<file path="config.mk">
export PLATFORM = sky130hd
export DESIGN_NAME = crc_result_port
export DESIGN_NICKNAME = d
export VERILOG_FILES = /design/src/logic/crc_pkg.sv /design/src/logic/crc_result_port.sv
export VERILOG_INCLUDE_DIRS = /design/src /design/src/logic
export SDC_FILE = /design/constraint.sdc
export NUM_CORES = 1
export LEC_CHECK = 0
export ABC_AREA = 0
export BUFFER_PORTS_ARGS = -buffer_cell sky130_fd_sc_hd__clkbuf_2
export CORE_MARGIN = 3
export CORE_UTILIZATION = 56
export CTS_CLUSTER_SIZE = 30
export DETAILED_ROUTE_END_ITERATION = 10
export PLACE_DENSITY_LB_ADDON = 0.1
export SYNTH_ARGS = -nofsm -noshare
export SYNTH_HDL_FRONTEND = slang
export SYNTH_SLANG_ARGS = --single-unit
export TNS_END_PERCENT = 50
</file>
<file path="constraint.sdc">
create_clock -name core_clk_i -period 2.7 [get_ports core_clk_i]
set_input_delay 0.54 -clock core_clk_i [delete_from_list [all_inputs] [get_ports core_clk_i]]
set_output_delay 0.54 -clock core_clk_i [all_outputs]
set_load 0.01 [all_outputs]
</file>
<file path="src/logic/crc_result_port_map.svh">
/*
 Register offsets, field positions, reset values and constants of the CRC engine.
 Assumes it is included by the engine module, the monitor and the bench by its bare name.
*/
// Notes on behaviour
// - With poly_select at 0 the engine folds bytes into a 32-bit result with polynomial 0x04C11DB7.
// - With poly_select at 1 the engine folds bytes into a 16-bit result with polynomial 0x1021.
// - Writing 1 to result_init loads the whole result with the preset picked by init_value_select.
// - With init_value_select at 0 an init write clears every result bit.
// - With init_value_select at 1 an init write sets every result bit to one.
// - The two-bit result_byte_pointer picks the byte that the next port access reaches and steps after every read and write of the port.
// - In 32-bit mode pointer 00, 01, 10, 11 reach result bits 7-0, 15-8, 23-16, 31-24.
// - In 16-bit mode pointer 00 reaches bits 7-0, 01 bits 15-8 and 10 bits 7-0 again.
// - Every byte written to the data input port is folded into the running result.
// - A read of the result byte port returns the selected byte and a write replaces that byte.
// - Each byte is XORed into the top byte of the accumulator, then eight shift steps XOR the polynomial when the shifted-out MSB was set.
// - With auto_flash_enable set and sector_count nonzero, a control write CRCs sector_count 512-byte flash sectors from start_sector while stalling the core.
// - The result holds until reinitialised, overwritten through the port, or changed by more input bytes or by an automatic flash walk.
`ifndef CRC_RESULT_PORT_MAP_SVH
`define CRC_RESULT_PORT_MAP_SVH

// register addresses
`define CRC_ADDR_RESULT_PORT 8'h91
`define CRC_ADDR_CONTROL     8'h92
`define CRC_ADDR_DATA_INPUT  8'h93
`define CRC_ADDR_AUTO        8'h96
`define CRC_ADDR_COUNT       8'h97

// control register fields
`define CRC_CTL_POLY_BIT     4
`define CRC_CTL_INIT_BIT     3
`define CRC_CTL_VAL_BIT      2
`define CRC_CTL_PTR_HI       1
`define CRC_CTL_PTR_LO       0

// automatic control register fields
`define CRC_AUTO_EN_BIT      7
`define CRC_AUTO_DONE_BIT    6
`define CRC_AUTO_ST_HI       5

// values
`define CRC_POLY32           32'h04C1_1DB7
`define CRC_POLY16           16'h1021
`define CRC_PRESET_ZERO      32'h0000_0000
`define CRC_PRESET_ONES      32'hFFFF_FFFF
`define CRC_RESET_BYTE       8'h00
`define CRC_SECTOR_SHIFT     9
`define CRC_FLASH_AW         15

`endif

</file>
<file path="src/logic/crc_pkg.sv">
/*
 Types shared by the CRC engine.
 Assumes nothing of its surroundings.
*/
package crc_pkg;
	// automatic flash walk states
	typedef enum logic [1:0] {
		CRC_IDLE,
		CRC_WAIT,
		CRC_FOLD
	} crc_state_type;
endpackage

</file>
<file path="src/logic/crc_result_port.sv">
/*
 Byte-wide CRC engine behind a special function register port, with an
 automatic flash walk. Assumes the register strobes come from the core on the
 same clock and that flash returns data the cycle after a read pulse.
*/
`timescale 1ns/1ps
`include "crc_result_port_map.svh"

module crc_result_port (
	// clock and reset
	input  wire logic                     core_clk_i,
	input  wire logic                     rst_i,
	// register port
	input  wire logic [7:0]               sfr_addr_i,
	input  wire logic                     sfr_wr_i,
	input  wire logic                     sfr_rd_i,
	input  wire logic [7:0]               sfr_wdata_i,
	output logic      [7:0]               sfr_rdata_o,
	// flash read port
	output logic                          flash_rd_o,
	output logic      [`CRC_FLASH_AW-1:0] flash_addr_o,
	input  wire logic [7:0]               flash_data_i,
	// processor stall
	output logic                          cpu_stall_o
);

	// fold one byte into the running result
	function automatic logic [31:0] crc_fold(input logic [31:0] acc, input logic [7:0] din,
		input logic sel16);
		logic [31:0] a;
		logic [15:0] b;
		a = acc;
		b = acc[15:0];
		if (sel16) begin
			b = b ^ {din, 8'h00};
			for (int i = 0; i < 8; i++) begin
				if (b[15]) begin
					b = {b[14:0], 1'b0} ^ `CRC_POLY16;
				end else begin
					b = {b[14:0], 1'b0};
				end
			end
			a = {acc[31:16], b};
		end else begin
			a = a ^ {din, 24'h00_0000};
			for (int i = 0; i < 8; i++) begin
				if (a[31]) begin
					a = {a[30:0], 1'b0} ^ `CRC_POLY32;
				end else begin
					a = {a[30:0], 1'b0};
				end
			end
		end
		return a;
	endfunction

	// byte index reached by the pointer
	function automatic logic [1:0] crc_byte_idx(input logic [1:0] ptr, input logic sel16);
		return sel16 ? {1'b0, ptr[0]} : ptr;
	endfunction

	// write strobe aimed at one register address
	function automatic logic crc_wr_hit(input logic wr, input logic [7:0] addr,
		input logic [7:0] target);
		return wr && (addr == target);
	endfunction

	logic                     sel_reg,    sel_next;
	logic                     val_reg,    val_next;
	logic [1:0]               ptr_reg,    ptr_next;
	logic [31:0]              result_reg, result_next;
	logic [7:0]               din_reg,    din_next;
	logic                     auto_reg,   auto_next;
	logic [5:0]               start_reg,  start_next;
	logic [5:0]               count_reg,  count_next;
	logic [7:0]               rdata_reg,  rdata_next;
	crc_pkg::crc_state_type   state_reg,  state_next;
	logic [`CRC_FLASH_AW-1:0] addr_reg,   addr_next;
	logic [15:0]              left_reg,   left_next;
	logic                     rd_reg,     rd_next;
	logic                     stall_reg,  stall_next;
	logic [1:0]               idx;
	logic                     wr_res;
	logic                     wr_ctl;
	logic                     wr_din;
	logic                     wr_auto;
	logic                     wr_cnt;

	// byte index and one-cycle write strobes per register
	assign idx     = crc_byte_idx(ptr_reg, sel_reg);
	assign wr_res  = crc_wr_hit(sfr_wr_i, sfr_addr_i, `CRC_ADDR_RESULT_PORT);
	assign wr_ctl  = crc_wr_hit(sfr_wr_i, sfr_addr_i, `CRC_ADDR_CONTROL);
	assign wr_din  = crc_wr_hit(sfr_wr_i, sfr_addr_i, `CRC_ADDR_DATA_INPUT);
	assign wr_auto = crc_wr_hit(sfr_wr_i, sfr_addr_i, `CRC_ADDR_AUTO);
	assign wr_cnt  = crc_wr_hit(sfr_wr_i, sfr_addr_i, `CRC_ADDR_COUNT);

	// register port, result and automatic walk next values
	always_comb begin
		sel_next    = sel_reg;
		val_next    = val_reg;
		ptr_next    = ptr_reg;
		result_next = result_reg;
		din_next    = din_reg;
		auto_next   = auto_reg;
		start_next  = start_reg;
		count_next  = count_reg;
		rdata_next  = rdata_reg;
		state_next  = state_reg;
		addr_next   = addr_reg;
		left_next   = left_reg;
		rd_next     = 1'b0;
		stall_next  = stall_reg;
		// reads
		if (sfr_rd_i) begin
			case (sfr_addr_i)
				`CRC_ADDR_RESULT_PORT: begin
					rdata_next = result_reg[8*idx +: 8];
					ptr_next   = ptr_reg + 2'd1;
				end
				`CRC_ADDR_CONTROL:    rdata_next = {3'b000, sel_reg, 1'b0, val_reg, ptr_reg};
				`CRC_ADDR_DATA_INPUT: rdata_next = din_reg;
				`CRC_ADDR_AUTO:       rdata_next = {auto_reg, ~stall_reg, start_reg};
				`CRC_ADDR_COUNT:      rdata_next = {2'b00, count_reg};
				default:              rdata_next = `CRC_RESET_BYTE;
			endcase
		end
		// writes
		if (wr_res) begin
			result_next[8*idx +: 8] = sfr_wdata_i;
			ptr_next                = ptr_reg + 2'd1;
		end
		if (wr_ctl) begin
			sel_next = sfr_wdata_i[`CRC_CTL_POLY_BIT];
			val_next = sfr_wdata_i[`CRC_CTL_VAL_BIT];
			ptr_next = sfr_wdata_i[`CRC_CTL_PTR_HI:`CRC_CTL_PTR_LO];
			if (sfr_wdata_i[`CRC_CTL_INIT_BIT]) begin
				result_next = sfr_wdata_i[`CRC_CTL_VAL_BIT] ? `CRC_PRESET_ONES
				                                             : `CRC_PRESET_ZERO;
			end
		end
		if (wr_din) begin
			din_next    = sfr_wdata_i;
			result_next = crc_fold(result_reg, sfr_wdata_i, sel_reg);
		end
		if (wr_auto) begin
			auto_next  = sfr_wdata_i[`CRC_AUTO_EN_BIT];
			start_next = sfr_wdata_i[`CRC_AUTO_ST_HI:0];
		end
		if (wr_cnt) begin
			count_next = sfr_wdata_i[5:0];
		end
		// automatic flash walk; the core is stalled so no port access overlaps it
		case (state_reg)
			crc_pkg::CRC_IDLE: begin
				if (wr_ctl && auto_reg && count_reg != 6'd0) begin
					addr_next  = `CRC_FLASH_AW'({start_reg, 9'd0});
					left_next  = 16'({count_reg, 9'd0});
					rd_next    = 1'b1;
					stall_next = 1'b1;
					state_next = crc_pkg::CRC_WAIT;
				end
			end
			// flash answers one cycle after the pulse, so the fold waits one edge
			crc_pkg::CRC_WAIT: state_next = crc_pkg::CRC_FOLD;
			crc_pkg::CRC_FOLD: begin
				result_next = crc_fold(result_reg, flash_data_i, sel_reg);
				left_next   = left_reg - 16'd1;
				if (left_reg > 16'd1) begin
					addr_next  = addr_reg + `CRC_FLASH_AW'd1;
					rd_next    = 1'b1;
					state_next = crc_pkg::CRC_WAIT;
				end else begin
					stall_next = 1'b0;
					state_next = crc_pkg::CRC_IDLE;
				end
			end
			default: begin
				stall_next = 1'b0;
				state_next = crc_pkg::CRC_IDLE;
			end
		endcase
	end

	// state registers
	always_ff @(posedge core_clk_i) begin
		if (rst_i) begin
			sel_reg    <= 1'b0;
			val_reg    <= 1'b0;
			ptr_reg    <= 2'd0;
			result_reg <= `CRC_PRESET_ZERO;
			din_reg    <= `CRC_RESET_BYTE;
			auto_reg   <= 1'b0;
			start_reg  <= 6'd0;
			count_reg  <= 6'd0;
			rdata_reg  <= `CRC_RESET_BYTE;
			state_reg  <= crc_pkg::CRC_IDLE;
			addr_reg   <= '0;
			left_reg   <= 16'd0;
			rd_reg     <= 1'b0;
			stall_reg  <= 1'b0;
		end else begin
			sel_reg    <= sel_next;
			val_reg    <= val_next;
			ptr_reg    <= ptr_next;
			result_reg <= result_next;
			din_reg    <= din_next;
			auto_reg   <= auto_next;
			start_reg  <= start_next;
			count_reg  <= count_next;
			rdata_reg  <= rdata_next;
			state_reg  <= state_next;
			addr_reg   <= addr_next;
			left_reg   <= left_next;
			rd_reg     <= rd_next;
			stall_reg  <= stall_next;
		end
	end

	// outputs straight from flops
	assign sfr_rdata_o  = rdata_reg;
	assign flash_rd_o   = rd_reg;
	assign flash_addr_o = addr_reg;
	assign cpu_stall_o  = stall_reg;

endmodule

</file>
==> metrics.txt <==
status=finished, final reports clean; Post-Layout Inst Area=9160 µm²; CP delay by family, top=XOR/XNOR gates; routed via count=~7,900; Tmin final=2.54 ns; global-route wire length before repair=43.1 mm; Post-synth EDFFs=0; max-cap violation count=0; Critical Path RT=2.98 ns; Critical path buffers and inverters=0; num rows=42; Area after DPL=between 8000 and 9000 µm²; CP Cell Sequence=xnor2_1 -> xnor3_1 -> xor2_1 -> o21ai_0 -> xor2_1 -> a221oi_1; PostCTS Resize Cnt=0; TritonCTS Buffers=9; R2R Setup Slk=approximately 0.16 ns; Syn Nets=approximately 1,000; Synth async-reset ratio=0%; Starting Density=approximately 58%; main flop type after synthesis=dfxtp_1; top-level I/O count=53; Slew @ Worst Pin=between 0.6 and 0.7 ns; Endpoint, Worst Hold=din_reg[4]; Final Max Slew Viols=0; post-route DRC violation count=0; clock net sink count=100; largest net degree at the start of global routing=slightly above 70; Final period util=around 94%; initial antenna violation count=1; Final Hold Vio Count=0; Die H=approximately 120 µm; chip width=approximately 120 µm; vias in the first global route=between 7,000 and 8,000; Overall Global Routing Usage=35.1%; GP Congestion=about 1.1; core area=13,600 µm²; drt wl/cell=23.1 µm; Critical Path Fanout Max=6; clock-pin slew on the worst setup and hold paths=about 0.090 ns; Rel. slew slack=53.0%; Skew-Pair Late Insertion Delay=roughly 0.36 ns; # diodes=0; 1st-iter DRT viols=1,057; Max Clk Rate=about 0.39 GHz; dominant cell type by area after synthesis=dfxtp_1; setup violators final=0; skew final=0.0101 ns; Worst Hold Class=reg2reg; post-synthesis sequential area ratio=between 20% and 30%; port bufs=52; worst reg2reg startpoint=result_reg[30]; synthesized area=7930 µm²; Vias/cell=roughly 6.5; r2r worst-path depth=6; FF+latch count, synth=100; setup TNS=0 ns; slowest cell on the critical path=xnor2_1; max reg flops=32; TritonRoute pass-1 iters=8; cells after synthesis=968; Clock Path Buffers=2; hold_buf cts=0; P_leak=between 3 and 4 nW; Nets=1,079; number of buffers added for setup after CTS=0; Cell variety after synth=81; CTS tree=yes; die footprint=15,600 µm²; Crit. End Element=register; gr ovfl total=0; syn avg cell area=between 8 and 9 µm²; crit path DAT=~2.8 ns; synth warn=0; WS Path Type=reg2reg; Top cell by count, worst path=xor2_1; Slowest Stage Delay on Critical Path=between 0.6 and 0.7 ns; HPWL after DPL=approximately 21 mm; startpoint types=register; ratio of cells with drive above 1 in the final layout=19.0%; maximum vdd drop=approximately 370 µV; root buffer cell=clkbuf_16; RSZ-0062 raised after global routing=no; PD cells=404 nW/µm²; Detail Route Antenna Nets=0; H-tree depth=3; final wirelength=between 20 and 30 mm; Hold Crit Start=din_reg[4]; layout overhead on the synthesized area=15.5%; R2R Path End=result_reg[8]; Hold Path Depth=2; Synth top area share=25.2%; Synth area leaders=dfxtp_1 (25%), xnor2_1 (13%), a21oi_1 (5.7%)
worst register-to-register path, cell delays in order, from the launching register on:
cell	delay, ns
dfxtp_1	0.47
xnor2_1	0.64
xnor3_1	0.48
xor2_1	0.26
o21ai_0	0.18
xor2_1	0.20
a221oi_1	0.23
cells by family after synthesis:
logic type / after synthesis / synth area share, %
DFF: 100 / 25.2
muxes: 33 / 5.68
AOI/OAI and AO/OA: 257 / 20.9
xor gates and xnor gates: 189 / 24.3
adders and majority gates: 8 / 1.26
and+or+nand+nor: 297 / 18.2
buffers and inverters: 84 / 4.40
worst max-delay path by stage:
| stage | startpoint | to | slack [ns] | cells past startpoint |
|---|---|---|---|---|
| final | result_reg[30] | result_reg[8] | 0.16 | 6 |
| after detailed placement | flash_data_i[6] | result_reg[8] | 0.06 | 7 |
| after CTS | result_reg[30] | result_reg[8] | 0.18 | 6 |
| after floorplan | sel_reg | result_reg[23] | 0.08 | 7 |
| after global placement | flash_data_i[6] | result_reg[8] | 0.11 | 7 |
| after global routing | result_reg[30] | result_reg[8] | 0.02 | 6 |
per-layer routing:
metal	vias up	part of all wire (%)	GRT usage (%)
met1	3703	42	51.3
met5	-	0.043	0
met3	93	13	10.6
met4	2	4.2	12.8
li1	3622	-	-
met2	511	40	48.7
synthesized netlist by cell type, types with 4 or more instances:
| library cell | instances |
|---|---|
| a32o_1 | 6 |
| o211ai_1 | 6 |
| a211oi_1 | 17 |
| nor3b_1 | 7 |
| a31oi_1 | 8 |
| and2_1 | 9 |
| and3_1 | 6 |
| o21a_1 | 5 |
| buf_2 | 15 |
| mux4_2 | 8 |
| clkbuf_1 | 53 |
| nand3_1 | 18 |
| xor2_2 | 4 |
| mux2i_1 | 21 |
| nand4_1 | 9 |
| o21ai_0 | 48 |
| o311a_1 | 4 |
| nand3b_1 | 4 |
| xnor2_2 | 10 |
| a21oi_1 | 90 |
| a222oi_1 | 4 |
| o31ai_1 | 8 |
| dfxtp_1 | 100 |
| xor2_1 | 50 |
| xnor2_1 | 114 |
| o22ai_1 | 8 |
| nand2_1 | 81 |
| or4_1 | 4 |
| o32ai_1 | 4 |
| inv_1 | 11 |
| nor4_1 | 9 |
| a221oi_1 | 7 |
| ha_1 | 8 |
| nor3_1 | 20 |
| nor2b_1 | 4 |
| nor2_1 | 102 |
| o21ai_1 | 4 |
| o221ai_1 | 6 |
| xnor3_1 | 7 |
area by class of cell:
class	count	area (µm²)
clock buffers	9	225
clock inverters	7	88.8
fillers	1169	4400
inverters	12	45.0
multi-input cells	784	5600
flip-flops and latches	100	2000
well taps	176	220
repair buffers	136	978
cell usage in the layout, fill, tap and decap left out, types with 21 or more instances in the layout:
cell	count
xnor2_1	114
a21oi_1	90
nand2_1	81
mux2i_1	21
o21ai_0	48
clkbuf_2	52
xor2_1	50
buf_4	77
dfxtp_1	99
nor2_1	102
stage by stage:
step / util, % / cells / setup WS [ns] / hold slack, ns / power, mW
global route: 67.5 / 1224 / 0.0157 / 0.490 / 3.82
global placement: 65.2 / 1208 / 0.113 / 0.444 / 2.31
floorplan: - / 968 / 0.0793 / 0.433 / 2.07
CTS: 67.5 / 1224 / 0.178 / 0.460 / 3.70
detailed placement: 65.2 / 1208 / 0.0585 / 0.449 / 2.32
finish: 67.5 / 1224 / 0.161 / 0.459 / 3.70
report_power, final:
group          total, mW  switching, mW  internal, mW
sequential          1.49        0.00705          1.48
combinational      0.818          0.450         0.368
clock               1.39          0.720         0.674
(Power assumes the default switching activity.)
